<file path="src/hw/sassq_regs.vh">
// Register offsets, fields and timing constants of the scan sequencer
`ifndef SASSQ_REGS_VH
`define SASSQ_REGS_VH
`define SASSQ_CTRL_OFS      4'h0
`define SASSQ_CHEN_OFS      4'h1
`define SASSQ_DIFF_OFS      4'h2
`define SASSQ_SAMP_OFS      4'h3
`define SASSQ_LIMLO_OFS     4'h4
`define SASSQ_LIMHI_OFS     4'h5
`define SASSQ_STAT_OFS      4'h6
`define SASSQ_MASK_OFS      4'h7
`define SASSQ_RES0_OFS      4'h8
`define SASSQ_CTRL_EN_BIT   0
`define SASSQ_CTRL_CONT_BIT 1
`define SASSQ_CTRL_REF_LSB  2
`define SASSQ_CTRL_RST      4'h0
`define SASSQ_SAMP_RST      8'h02
`define SASSQ_LIMHI_RST     12'hFFF
`define SASSQ_IRQ_SCAN_BIT  0
`define SASSQ_IRQ_RANGE_BIT 1
`define SASSQ_REF_SUPPLY    2'h0
`define SASSQ_REF_HALF      2'h1
`define SASSQ_REF_TRIM      2'h2
`define SASSQ_REF_EXT       2'h3
`define SASSQ_RES_BITS      12
`define SASSQ_NCH           8
`define SASSQ_CONV_CLK_MHZ  18
`define SASSQ_CONV_CLKS     18
`define SASSQ_SYS_CLK_MHZ   100
`define SASSQ_CONV_CYC      ((`SASSQ_CONV_CLKS*`SASSQ_SYS_CLK_MHZ+`SASSQ_CONV_CLK_MHZ-1)/`SASSQ_CONV_CLK_MHZ)
`define SASSQ_MSPS_NS       1000
`define SASSQ_SLOT_CYC      (`SASSQ_MSPS_NS*`SASSQ_SYS_CLK_MHZ/1000)
`endif

</file>
<file path="src/hw/sassq_top.v">
// SAR ADC scan sequencer with Avalon-MM registers and interrupt
//
// Design decisions made here: the address map and the Avalon-MM slave port.
`timescale 1ns/1ns
module sassq_top (
  input  wire        sys_clk_in,
  input  wire        reset_in,
  input  wire        clk_en_in,
  input  wire [3:0]  avs_address_in,
  input  wire        avs_read_in,
  input  wire        avs_write_in,
  input  wire [31:0] avs_writedata_in,
  output reg  [31:0] avs_readdata_out,
  output reg         avs_waitrequest_out,
  input  wire        low_power_in,
  input  wire        adc_bit_in,
  output reg         adc_sample_out,
  output reg         adc_convert_out,
  output reg  [2:0]  adc_channel_out,
  output reg         adc_diff_out,
  output reg  [1:0]  adc_ref_sel_out,
  output reg  [11:0] adc_trial_out,
  output reg         irq_out
);
`include "sassq_regs.vh"

  localparam [2:0] ST_IDLE = 3'b001;
  localparam [2:0] ST_SAMP = 3'b010;
  localparam [2:0] ST_CONV = 3'b100;
  localparam integer CONV_CYC_I = `SASSQ_CONV_CYC;
  localparam integer SLOT_CYC_I = `SASSQ_SLOT_CYC;
  localparam [7:0]   CONV_CYC   = CONV_CYC_I[7:0];
  localparam [7:0]   SLOT_CYC   = SLOT_CYC_I[7:0];
  localparam [7:0]   CONV_STEP  = CONV_CYC / 8'd12;

  // Twelve decisions of CONV_STEP + 1 cycles keep a conversion above
  // eighteen converter clocks; the slot counter spaces conversion
  // starts so the aggregate rate never exceeds one per microsecond.

  ////////////////////////////////////////////////////////////////////////////
  // Registers
  reg [3:0]  ctrl_ff;
  reg [7:0]  chen_ff;
  reg [7:0]  diff_ff;
  reg [7:0]  samp_ff;
  reg [11:0] limlo_ff;
  reg [11:0] limhi_ff;
  reg [1:0]  stat_ff;
  reg [1:0]  mask_ff;
  reg [11:0] res_ff [0:`SASSQ_NCH-1];
  reg        ack_ff;

  // Two-flop synchronisers for outside pins
  reg        lp_s1_ff;
  reg        lp_s2_ff;
  reg        bit_s1_ff;
  reg        bit_s2_ff;

  // Sequencer state
  reg [2:0]  state_ff;
  reg [2:0]  chan_ff;
  reg [7:0]  cnt_ff;
  reg [7:0]  slot_ff;
  reg [3:0]  bitn_ff;
  reg [7:0]  step_ff;
  reg [11:0] sar_ff;
  reg [7:0]  done_ff;

  wire       bus_req = avs_read_in | avs_write_in;
  wire       wr_en   = avs_write_in & ack_ff;
  wire       run_ok  = ctrl_ff[`SASSQ_CTRL_EN_BIT] & ~lp_s2_ff;
  wire       bus_take = bus_req & ~ack_ff;

  // Final result and the cycle of the last bit decision
  wire [11:0] fin_res  = {sar_ff[11:1], bit_s2_ff};
  wire        last_bit = (state_ff == ST_CONV) && (step_ff == 8'd0) &&
                         (bitn_ff == 4'd0);
  wire        stat_wr  = wr_en && (avs_address_in == `SASSQ_STAT_OFS);
  wire [1:0]  stat_clr = stat_wr ? avs_writedata_in[1:0] : 2'h0;
  wire        res_wr   = clk_en_in && last_bit;
  wire [7:0]  rot_en;
  reg  [31:0] nxt_rdata;
  genvar      g;

  reg        ev_scan;
  reg        ev_range;
  reg [2:0]  nxt_chan;
  reg        nxt_found;
  integer    i;

  // Enable flags rotated so that bit k is channel chan_ff + k + 1
  generate
    for (g = 0; g < `SASSQ_NCH; g = g + 1) begin : g_rot
      localparam integer OFS_I = (g + 1) % `SASSQ_NCH;
      localparam [2:0]   OFS   = OFS_I[2:0];
      wire       [2:0]   idx   = chan_ff + OFS;
      assign rot_en[g] = chen_ff[idx];
    end
  endgenerate

  // Next enabled channel after the current one, wrapping
  always @* begin
    nxt_chan  = chan_ff;
    nxt_found = 1'b0;
    for (i = 0; i < `SASSQ_NCH; i = i + 1) begin
      if (!nxt_found && rot_en[i]) begin
        nxt_chan  = chan_ff + i[2:0] + 3'h1;
        nxt_found = 1'b1;
      end
    end
  end

  ////////////////////////////////////////////////////////////////////////////
  // Pin synchronisers
  // Low power and the comparator are asynchronous to this clock; only
  // the second stage is read by the logic.
  always @(posedge sys_clk_in) begin
    if (reset_in) begin
      lp_s1_ff  <= 1'b0;
      lp_s2_ff  <= 1'b0;
      bit_s1_ff <= 1'b0;
      bit_s2_ff <= 1'b0;
    end else if (clk_en_in) begin
      lp_s1_ff  <= low_power_in;
      lp_s2_ff  <= lp_s1_ff;
      bit_s1_ff <= adc_bit_in;
      bit_s2_ff <= bit_s1_ff;
    end
  end

  ////////////////////////////////////////////////////////////////////////////
  // Bus slave: one wait cycle, then ack
  always @(posedge sys_clk_in) begin
    if (reset_in) begin
      ack_ff              <= 1'b0;
      avs_waitrequest_out <= 1'b1;
      avs_readdata_out    <= 32'h0000_0000;
    end else if (clk_en_in) begin
      // Ack lasts one cycle so a held request is not taken twice
      ack_ff              <= bus_take;
      avs_waitrequest_out <= ~bus_take;
      if (bus_take) begin
        avs_readdata_out <= nxt_rdata;
      end
    end
  end

  // Read data for the addressed register
  always @* begin
    nxt_rdata = 32'h0000_0000;
    case (avs_address_in)
      `SASSQ_CTRL_OFS:  nxt_rdata[3:0]  = ctrl_ff;
      `SASSQ_CHEN_OFS:  nxt_rdata[7:0]  = chen_ff;
      `SASSQ_DIFF_OFS:  nxt_rdata[7:0]  = diff_ff;
      `SASSQ_SAMP_OFS:  nxt_rdata[7:0]  = samp_ff;
      `SASSQ_LIMLO_OFS: nxt_rdata[11:0] = limlo_ff;
      `SASSQ_LIMHI_OFS: nxt_rdata[11:0] = limhi_ff;
      `SASSQ_STAT_OFS:  nxt_rdata[1:0]  = stat_ff;
      `SASSQ_MASK_OFS:  nxt_rdata[1:0]  = mask_ff;
      default: begin
        if (avs_address_in[3]) begin
          nxt_rdata[11:0] = res_ff[avs_address_in[2:0]];
        end
      end
    endcase
  end

  ////////////////////////////////////////////////////////////////////////////
  // Result buffers, one per channel, written at the last bit decision
  generate
    for (g = 0; g < `SASSQ_NCH; g = g + 1) begin : g_res
      always @(posedge sys_clk_in) begin
        if (reset_in) begin
          res_ff[g] <= 12'h000;
        end else if (res_wr && chan_ff == g) begin
          res_ff[g] <= fin_res;
        end
      end
    end
  endgenerate

  // Control registers
  always @(posedge sys_clk_in) begin
    if (reset_in) begin
      ctrl_ff  <= `SASSQ_CTRL_RST;
      chen_ff  <= 8'h00;
      diff_ff  <= 8'h00;
      samp_ff  <= `SASSQ_SAMP_RST;
      limlo_ff <= 12'h000;
      limhi_ff <= `SASSQ_LIMHI_RST;
      mask_ff  <= 2'h0;
    end else if (clk_en_in && wr_en) begin
      case (avs_address_in)
        `SASSQ_CTRL_OFS:  ctrl_ff  <= avs_writedata_in[3:0];
        `SASSQ_CHEN_OFS:  chen_ff  <= avs_writedata_in[7:0];
        `SASSQ_DIFF_OFS:  diff_ff  <= avs_writedata_in[7:0];
        `SASSQ_SAMP_OFS:  samp_ff  <= avs_writedata_in[7:0];
        `SASSQ_LIMLO_OFS: limlo_ff <= avs_writedata_in[11:0];
        `SASSQ_LIMHI_OFS: limhi_ff <= avs_writedata_in[11:0];
        `SASSQ_MASK_OFS:  mask_ff  <= avs_writedata_in[1:0];
        default: ;
      endcase
    end
  end

  ////////////////////////////////////////////////////////////////////////////
  // Sticky status, set wins over write-one-to-clear
  always @(posedge sys_clk_in) begin
    if (reset_in) begin
      stat_ff <= 2'h0;
      irq_out <= 1'b0;
    end else if (clk_en_in) begin
      stat_ff <= (stat_ff & ~stat_clr) | {ev_range, ev_scan};
      irq_out <= |(stat_ff & mask_ff);
    end
  end

  ////////////////////////////////////////////////////////////////////////////
  // Sequencer
  always @* begin
    ev_scan  = 1'b0;
    ev_range = 1'b0;
    if (last_bit) begin
      ev_range = (fin_res < limlo_ff) || (fin_res > limhi_ff);
      ev_scan  = ((done_ff | (8'h01 << chan_ff)) & chen_ff) == chen_ff;
    end
  end

  always @(posedge sys_clk_in) begin
    if (reset_in) begin
      state_ff        <= ST_IDLE;
      chan_ff         <= 3'h0;
      cnt_ff          <= 8'h00;
      slot_ff         <= 8'h00;
      bitn_ff         <= 4'h0;
      step_ff         <= 8'h00;
      sar_ff          <= 12'h000;
      done_ff         <= 8'h00;
      adc_sample_out  <= 1'b0;
      adc_convert_out <= 1'b0;
      adc_channel_out <= 3'h0;
      adc_diff_out    <= 1'b0;
      adc_ref_sel_out <= 2'h0;
      adc_trial_out   <= 12'h000;
    end else if (clk_en_in) begin
      adc_ref_sel_out <= ctrl_ff[`SASSQ_CTRL_REF_LSB +: 2];
      slot_ff <= (slot_ff == 8'd0) ? 8'd0 : slot_ff - 8'd1;
      case (state_ff)
        ST_IDLE: begin
          adc_sample_out  <= 1'b0;
          adc_convert_out <= 1'b0;
          done_ff         <= 8'h00;
          if (run_ok && chen_ff != 8'h00) begin
            chan_ff         <= nxt_chan;
            adc_channel_out <= nxt_chan;
            adc_diff_out    <= diff_ff[nxt_chan];
            cnt_ff          <= samp_ff;
            adc_sample_out  <= 1'b1;
            state_ff        <= ST_SAMP;
          end
        end
        ST_SAMP: begin
          if (!run_ok) begin
            adc_sample_out <= 1'b0;
            state_ff       <= ST_IDLE;
          end else if (cnt_ff != 8'd0) begin
            cnt_ff <= cnt_ff - 8'd1;
          end else if (slot_ff == 8'd0) begin
            adc_sample_out  <= 1'b0;
            adc_convert_out <= 1'b1;
            slot_ff         <= SLOT_CYC - 8'd1;
            bitn_ff         <= 4'd11;
            step_ff         <= CONV_STEP;
            sar_ff          <= 12'h800;
            adc_trial_out   <= 12'h800;
            state_ff        <= ST_CONV;
          end
        end
        ST_CONV: begin
          // Each decision waits for the comparator to pass both
          // synchroniser stages after the trial word changes.
          // minimum conversion length
          if (step_ff != 8'd0) begin
            step_ff <= step_ff - 8'd1;
          end else begin
            sar_ff[bitn_ff] <= bit_s2_ff;
            if (bitn_ff != 4'd0) begin
              sar_ff[bitn_ff - 4'd1]        <= 1'b1;
              adc_trial_out                 <= sar_ff;
              adc_trial_out[bitn_ff]        <= bit_s2_ff;
              adc_trial_out[bitn_ff - 4'd1] <= 1'b1;
              bitn_ff                       <= bitn_ff - 4'd1;
              step_ff                       <= CONV_STEP;
            end else begin
              adc_convert_out <= 1'b0;
              done_ff         <= ev_scan ? 8'h00
                                 : done_ff | (8'h01 << chan_ff);
              if (run_ok && (!ev_scan || ctrl_ff[`SASSQ_CTRL_CONT_BIT])
                  && chen_ff != 8'h00) begin
                chan_ff         <= nxt_chan;
                adc_channel_out <= nxt_chan;
                adc_diff_out    <= diff_ff[nxt_chan];
                cnt_ff          <= samp_ff;
                adc_sample_out  <= 1'b1;
                state_ff        <= ST_SAMP;
              end else begin
                state_ff <= ST_IDLE;
              end
            end
          end
        end
        default: state_ff <= ST_IDLE;
      endcase
    end
  end

endmodule // sassq_top

</file>
<file path="config.mk">
export PLATFORM = sky130hd
export DESIGN_NAME = sassq_top
export DESIGN_NICKNAME = d
export VERILOG_FILES = /design/src/hw/sassq_top.v
export VERILOG_INCLUDE_DIRS = /design/src /design/src/hw
export SDC_FILE = /design/constraint.sdc
export NUM_CORES = 1
export LEC_CHECK = 0
export BUFFER_PORTS_ARGS = -buffer_cell sky130_fd_sc_hd__buf_2
export CAP_MARGIN = 20
export CORE_MARGIN = 3
export CORE_UTILIZATION = 45
export CTS_CLUSTER_SIZE = 20
export DETAILED_ROUTE_END_ITERATION = 6
export GPL_ROUTABILITY_DRIVEN = 0
export PLACE_DENSITY = 0.62
export SYNTH_ARGS = -nofsm -noshare
export SYNTH_HDL_FRONTEND = slang
export SYNTH_SLANG_ARGS = --single-unit
export TNS_END_PERCENT = 5
</file>
<file path="constraint.sdc">
create_clock -name sys_clk_in -period 3.3 [get_ports sys_clk_in]
set_input_delay 0.33 -clock sys_clk_in [delete_from_list [all_inputs] [get_ports sys_clk_in]]
set_output_delay 0.33 -clock sys_clk_in [all_outputs]
set_load 0.01 [all_outputs]
</file>
==> results.json, run 1 <==
{
  "finalSetupViolCount": 0,
  "cts_made_buffers": 27,
  "required_ps": 3720,
  "ys_ff_latch": 242,
  "cp-end-kind": "flip-flop",
  "routed_wl_microns": 34500,
  "status": "completed",
  "critPathMaxFanout": 10,
  "synth-edff-count": 96,
  "max_cap_viol_count": 0,
  "final_common_cell": "dfxtp_1",
  "htree_levels": 1,
  "post_drt_wl_per_cell_microns": 19.3,
  "grt_max_degree": 62,
  "row_count": 61,
  "syn2layout_area_growth_pct": 13.0,
  "max-vdd-ir-drop_mv": 0.409,
  "dp_hpwl_microns": 23200,
  "ys_types": 70,
  "period_share_pct": 94.7,
  "cts.clk_slew.worst_paths_ps": 60,
  "grt_use_met3_pct": 3.03,
  "grt_use_total_pct": 22.1,
  "clock_sinks": 242,
  "yosysSeqAreaShare_pct": 44.9,
  "grt_remaining_overflow": 0,
  "top_usage_layer": "met2",
  "die_x_microns": 176,
  "arrival_ps": 3550,
  "synth.avg_cell_area_sq_um": 9.49,
  "drtIter0Drc": 928,
  "gr-usage-met2_pct": 34.8,
  "hp-class": "input port to flip-flop",
  "die-area_sq_um": 30800,
  "postCtsSetupBuffers": 0,
  "yosys_warnings": 0,
  "portBuffers": 56,
  "fin_setup_tns_ps": 0,
  "final_cell_mix": "dfxtp_1 (146), nor2_1 (144), nand2_1 (132)",
  "slew_violations": 0,
  "timing.setup.critical_path_class": "flip-flop to flip-flop",
  "vias_per_cell": 5.76,
  "netlist_instances": 1364,
  "clk_latency_ps": 560,
  "n_fill_cell": 2579,
  "postLayoutCoreUtil_pct": 52.0,
  "timing.final.ws_setup_ps": 174,
  "die_h_microns": 176,
  "drtPass1Iterations": 5,
  "dp_slack_ps": 155,
  "grt_pass1_wl_microns": 54800,
  "seq_area_sq_um": 5810,
  "netlist_area_sq_um": 12900,
  "cts_root_buf": "clkbuf_16",
  "start_util_pct": 46.1,
  "multi_input_area_sq_um": 6550,
  "final_nets": 1476,
  "postRouteAntennaNets": 0,
  "antenna_found_initial": 1,
  "tightestPinTransition_ps": 786,
  "clock.fmax_ghz": 0.320,
  "ys.flop_type": "dfxtp_1",
  "min_period_ps": 3130,
  "vias": 10300,
  "crit_path_start_kind": "flip-flop",
  "route.detailed.drc": 0,
  "async_flop_share_pct": 0,
  "stdcell_area_sq_um": 14600,
  "placed_cell_area_sq_um": 13700,
  "relSlewSlack_pct": 47.6,
  "hold_viol": 0,
  "power_density_nw_per_um2": 473,
  "clockBufferDepth": 3,
  "use_met1_pct": 32.2,
  "drive_gt1_share_pct": 15.5,
  "coreArea_sq_um": 28100,
  "first_global_vias": 9767,
  "num_io_pins": 97,
  "fin_skew_ps": 20.0,
  "power.leakage_nw": 5.81,
  "cts_tree": "done"
}
## critical path, cell delays in order, from the launching register on
cell,delay [ps]
dfxtp_1,360
or4_4,570
or4b_4,580
nor3_4,340
o2111ai_4,200
o211ai_2,220
nor3_1,100
o21a_1,360
a22oi_2,220
nor2_2,40
## kinds of logic (layout without fill, tap and decap cells)
group | count (synthesis) | in the layout | share of synthesized area, %
fa+ha+maj | 39 | 39 | 3.77
compound gates | 293 | 293 | 14.8
xor+xnor | 13 | 13 | 0.938
buf+inv | 169 | 201 | 5.61
mux | 88 | 88 | 10.5
flops | 242 | 242 | 44.9
other cells | 1 | 21 | 0.0290
simple gates | 519 | 519 | 19.5
## metal layers
metal / part of all wire, % / vias up
met5: 0 / -
met4: 2.2 / 0
met3: 6.1 / 50
met2: 46 / 289
met1: 46 / 5005
li1: - / 4984
## through the flow
step	power, mW	std cells	hold slack, ps
3_3_place_gp	4.00	1738	460
6_report	6.92	1794	22.5
2_1_floorplan	3.81	1383	444
5_1_grt	7.19	1794	14.5
4_1_cts	6.98	1792	10.3
3_5_place_dp	4.01	1738	463
## report_power, final
part           internal (mW)  switching, mW  total [mW]
Clock                   1.69           1.27        2.96
Sequential              3.20         0.0580        3.26
Combinational          0.265          0.429       0.694
## cells in the mapped netlist (4+ instances only)
library cell	count	share of area (%)
nor2_1	144	4.2
edfxtp_1	96	22
o211ai_1	6	0.35
nand3_1	43	1.7
mux2i_1	42	3.2
o22ai_1	8	0.39
a31oi_1	14	0.68
o21ai_0	28	1.1
xnor2_1	8	0.54
ha_1	39	3.8
a311oi_1	9	0.61
mux2_2	9	0.78
nor3_1	26	1.0
mux4_2	37	6.4
a21oi_1	101	3.9
a22oi_1	29	1.7
nand4_1	5	0.24
o21ai_2	4	0.27
a21o_1	19	1.1
o21a_1	5	0.29
a211o_1	13	0.88
and3_1	97	4.7
nor2b_1	26	1.3
xor2_1	4	0.27
nor2_2	4	0.19
nor3_2	4	0.31
nor4_1	7	0.34
a221oi_1	5	0.34
buf_4	21	1.2
nand2b_1	10	0.48
o21ai_1	7	0.27
buf_1	10	0.29
inv_1	43	1.2
nand2_1	132	3.8
dfxtp_1	146	23
clkbuf_1	89	2.6
a211oi_1	18	1.0
## final cells by class
cell class              instances  area share [%]
flip-flops and latches        242            39.7
repair buffers                107            5.22
clock inverters                17            1.06
diodes                          1          0.0171
multi-input cells             972            44.8
clock buffers                  33            4.84
inverters                      44            1.13
well taps                     378            3.24
## sequential cells by signal, summed over array words and instances (netlist names), 2 cells and up
signal / flops
step_ff: 8
done_ff: 8
diff_ff: 8
cnt_ff: 8
mask_ff: 2
avs_readdata_out: 12
adc_ref_sel_out: 2
slot_ff: 8
adc_trial_out: 12
stat_ff: 2
chen_ff: 8
res_ff: 96
bitn_ff: 4
ctrl_ff: 4
limlo_ff: 12
limhi_ff: 12
state_ff: 3
chan_ff: 3
samp_ff: 8
sar_ff: 12
## path summary, 6_finish.rpt
check                from          to  slack [ps]  depth (start not counted)
max            step_ff[2]   cnt_ff[2]         170                          9
min          low_power_in    lp_s1_ff          20                          3
max reg2reg    step_ff[2]   cnt_ff[2]         170                          9
min reg2reg    slot_ff[5]  slot_ff[5]         470                          2
## what timing repair did
item                                    in CTS  in global routing
endpoints found under the setup margin       0                  6
hold buffers                                 4                  0
resized for setup                            0                  2
hold endpoints to repair                     5                  0
Note: power is estimated with default switching activity, not from simulation.
==> inputs of run 2 (changes only) <==
Settings changed: CTS_BUF_LIST set to sky130_fd_sc_hd__clkbuf_8 sky130_fd_sc_hd__clkbuf_16, RECOVER_POWER set to 25, SKIP_CTS_REPAIR_TIMING set to 1.
==> results.json, run 2 (same netlist as run 1, synthesis figures left out) <==
{
  "num_io_pins": 97,
  "clock.fmax_ghz": 0.320,
  "grt_remaining_overflow": 0,
  "power_density_nw_per_um2": 474,
  "hp-class": "input port to flip-flop",
  "routed_wl_microns": 34600,
  "row_count": 61,
  "cts_root_buf": "clkbuf_16",
  "finalSetupViolCount": 0,
  "critPathMaxFanout": 10,
  "final_common_cell": "dfxtp_1",
  "cp-end-kind": "flip-flop",
  "drtPass1Iterations": 5,
  "arrival_ps": 3540,
  "clock_sinks": 242,
  "route.detailed.drc": 0,
  "final_cell_mix": "dfxtp_1 (146), nor2_1 (144), nand2_1 (132)",
  "timing.final.ws_setup_ps": 180,
  "dp_slack_ps": 155,
  "holdPathStages": 3,
  "max-vdd-ir-drop_mv": 0.405,
  "max_cap_viol_count": 0,
  "vias": 10400,
  "timing.setup.critical_path_class": "flip-flop to flip-flop",
  "fin_setup_tns_ps": 0,
  "die_x_microns": 176,
  "die-area_sq_um": 30800,
  "placed_cells": 1738,
  "cts_made_buffers": 27,
  "crit_buf_inv": 0,
  "final_nets": 1476,
  "htree_levels": 1,
  "postRouteAntennaNets": 0,
  "status": "completed",
  "hold_viol": 0,
  "grt_max_degree": 62,
  "cts_tree": "done",
  "largest_register_ff_count": 96,
  "dp_hpwl_microns": 23200,
  "coreArea_sq_um": 28100,
  "timing.hold.ws_ps": 22.8,
  "syn2layout_area_growth_pct": 12.4,
  "crit_chain": "or4_4 > or4b_4 > nor3_4 > o2111ai_4 > o211ai_2 > nor3_1 > o21a_1 > a22oi_2 > nor2_2",
  "critical-path-top-delay-family": "simple AND/OR/NAND/NOR gates",
  "antenna_found_initial": 1,
  "cp_slowest_cell": "or4b_4",
  "grt_pass1_wl_microns": 54700,
  "tightestPinTransition_ps": 1410,
  "slew_violations": 0,
  "required_ps": 3720,
  "clk_latency_ps": 560,
  "crit_cells": 9,
  "first_global_vias": 9727,
  "start_util_pct": 46.1,
  "relSlewSlack_pct": 5.69,
  "vias_per_cell": 5.79,
  "power.leakage_nw": 5.67,
  "drtIter0Drc": 937,
  "rr_worst_depth": 9,
  "drive_gt1_share_pct": 12.7,
  "portBuffers": 56,
  "max_stage_delay_ps": 580,
  "final_cell_count_no_fill": 1794,
  "crit_path_start_kind": "flip-flop",
  "clockBufferDepth": 3,
  "top_register": "res_ff",
  "min_period_ps": 3120,
  "cts.clk_slew.worst_paths_ps": 60,
  "period_share_pct": 94.6,
  "post_drt_wl_per_cell_microns": 19.3,
  "die_h_microns": 176,
  "fin_skew_ps": 15.6,
  "grt_use_total_pct": 22.1
}
[run 2: worst min-delay path, stage by stage]
cell and delay [ps]:
buf_2 80, mux2i_1 50, nor2_1 70
[run 2: path summary, 6_finish.rpt]
check               startpoint    endpoint  slack [ps]
hold / removal    low_power_in    lp_s1_ff          20
setup / recovery    step_ff[2]   cnt_ff[2]         180
setup reg to reg    step_ff[2]   cnt_ff[2]         180
hold reg to reg     slot_ff[5]  slot_ff[5]         470
[run 2: final cells by class]
type,count,area (sq um)
sequential,242,5810
multi-input combinational,972,6540
clock inverter,22,174
fill,2602,13500
inverter,44,165
antenna,1,2.50
clock buffer,28,689
tap,378,473
timing repair buffer,107,698
[run 2: metrics by stage]
stage	power [mW]	util (%)	area, sq um
after global routing	7.17	51.8	14500
final	6.89	51.8	14500
after global placement	4.00	48.7	13700
after floorplan	3.81	-	13000
after detailed placement	4.01	48.7	13700
after CTS	6.96	51.8	14600
[run 2: report_power, final]
part           switching (mW)  internal [mW]  leakage [nW]
Clock                    1.27           1.68         0.437
Combinational           0.428          0.259          3.13
Sequential             0.0579           3.20          2.11
[run 2: per-layer routing]
layer / global-route usage (%) / wire length (microns) / vias to the layer above
met2: 34.6 / 15900 / 325
met1: 32.2 / 15900 / 5012
li1: - / - / 4993
met4: 5.77 / 740 / 0
met5: 0 / 0 / -
met3: 3.07 / 2090 / 49
==> inputs of run 3 (changes only) <==
Settings changed: BUFFER_PORTS_ARGS -buffer_cell sky130_fd_sc_hd__buf_2 to unset, CTS_CLUSTER_DIAMETER set to 40, DONT_BUFFER_PORTS set to 1, PLACE_DENSITY 0.62 to 0.59.
==> results.json, run 3 (same netlist as run 1, synthesis figures left out) <==
{
  "syn2layout_area_growth_pct": 18.9,
  "fin_skew_ps": 31.7,
  "slew_violations": 0,
  "final_nets": 1503,
  "drtPass1Iterations": 5,
  "hp-class": "input port to flip-flop",
  "route.detailed.drc": 0,
  "power.leakage_nw": 6.11,
  "max-vdd-ir-drop_mv": 0.537,
  "die_x_microns": 176,
  "final_common_cell": "dfxtp_1",
  "cts_root_buf": "clkbuf_16",
  "vias": 10500,
  "power_density_nw_per_um2": 505,
  "max_cap_viol_count": 0,
  "required_ps": 3710,
  "dp_hpwl_microns": 23000,
  "largest_register_ff_count": 96,
  "tightestPinTransition_ps": 1280,
  "routed_wl_microns": 36400,
  "violations": "hold timing",
  "r2r_slack_ps": 80,
  "cts.clk_slew.worst_paths_ps": 60,
  "postRouteAntennaNets": 0,
  "portBuffers": 0,
  "timing.final.ws_setup_ps": 81.9,
  "status": "finished with violations",
  "grt_max_degree": 152,
  "clock.fmax_ghz": 0.311,
  "period_share_pct": 97.5,
  "final_cell_mix": "dfxtp_1 (146), nor2_1 (144), nand2_1 (132)",
  "finalSetupViolCount": 0,
  "antenna_found_initial": 1,
  "dp_slack_ps": 151,
  "crit_path_start_kind": "flip-flop",
  "grt_use_total_pct": 22.3,
  "post_drt_wl_per_cell_microns": 19.9,
  "num_io_pins": 97,
  "clock_sinks": 242,
  "critPathMaxFanout": 23,
  "min_period_ps": 3220,
  "drive_gt1_share_pct": 12.8,
  "first_global_vias": 9797,
  "cts_made_buffers": 38,
  "clk_latency_ps": 530,
  "coreArea_sq_um": 28100,
  "timing.hold.ws_ps": -50.4,
  "cts_tree": "done",
  "die_h_microns": 176,
  "cp-end-kind": "flip-flop",
  "timing.setup.critical_path_class": "flip-flop to flip-flop",
  "p_total_mw": 7.77,
  "top_register": "res_ff",
  "hold_viol": 2,
  "relSlewSlack_pct": 14.8,
  "vias_per_cell": 5.75,
  "drtIter0Drc": 909,
  "grt_pass1_wl_microns": 55100,
  "arrival_ps": 3630,
  "clockBufferDepth": 3,
  "start_util_pct": 46.1,
  "row_count": 61,
  "grt_remaining_overflow": 0,
  "die-area_sq_um": 30800,
  "htree_levels": 2
}
## run 3: cell types whose count changed in the layout (fill, tap and decap cells not counted), moves of 3 or more
cell           change
buf_2             -22
buf_4              +6
clkbuf_1          -33
clkbuf_16         +11
clkinv_4           +5
dlygate4sd3_1     +67
inv_1              -3
inv_6              +4
## run 3: per-stage QoR
stage,util [%],setup TNS (ps),cell area (sq um),hold WS [ps],std cells
after CTS,52.2,0,14700,-137,1755
after global placement,47.8,0,13400,413,1686
after floorplan,-,0,13000,444,1383
after detailed placement,47.8,0,13400,414,1686
after global routing,54.8,-16.3,15400,1.49,1828
final,54.8,0,15400,-50.4,1830
## run 3: layer usage
| metal | track usage (%) | vias to the layer above | part of all wire, % |
|---|---|---|---|
| met1 | 31.6 | 5052 | 44 |
| li1 | - | 5062 | - |
| met2 | 34.4 | 363 | 45 |
| met4 | 7.32 | 0 | 2.7 |
| met5 | 0 | - | 0 |
| met3 | 4.28 | 54 | 8.2 |
## run 3: final cells by class
class                      instances  area (sq um)
tap                              378           473
timing repair buffer             123          1180
clock buffer                      41           992
antenna                            2          5.00
fill                            2545         12700
clock inverter                    28           243
multi-input combinational        972          6520
sequential                       242          5810
inverter                          44           165
## run 3: worst paths after layout
check | startpoint | to | cells past startpoint
setup / recovery | ack_ff | diff_ff[3] | 7
hold / removal | avs_writedata_in[0] | samp_ff[0] | 2
setup reg to reg | ack_ff | diff_ff[3] | 7
hold reg to reg | limlo_ff[9] | limlo_ff[9] | 2
## run 3: power by group
part / internal (mW) / leakage (nW) / switching, mW
registers: 3.21 / 2.11 / 0.0664
logic: 0.288 / 3.39 / 0.364
clock network: 2.36 / 0.607 / 1.49
total: 5.85 / 6.11 / 1.92
## run 3: worst max-delay path, stage by stage, from the launching register on
cell           delay (ps)
dfxtp_1               400
nand3_1               240
nor3_1                310
clkbuf_1              870
nand2_1               450
nand2_1               160
a21oi_1                80
dlygate4sd3_1         570
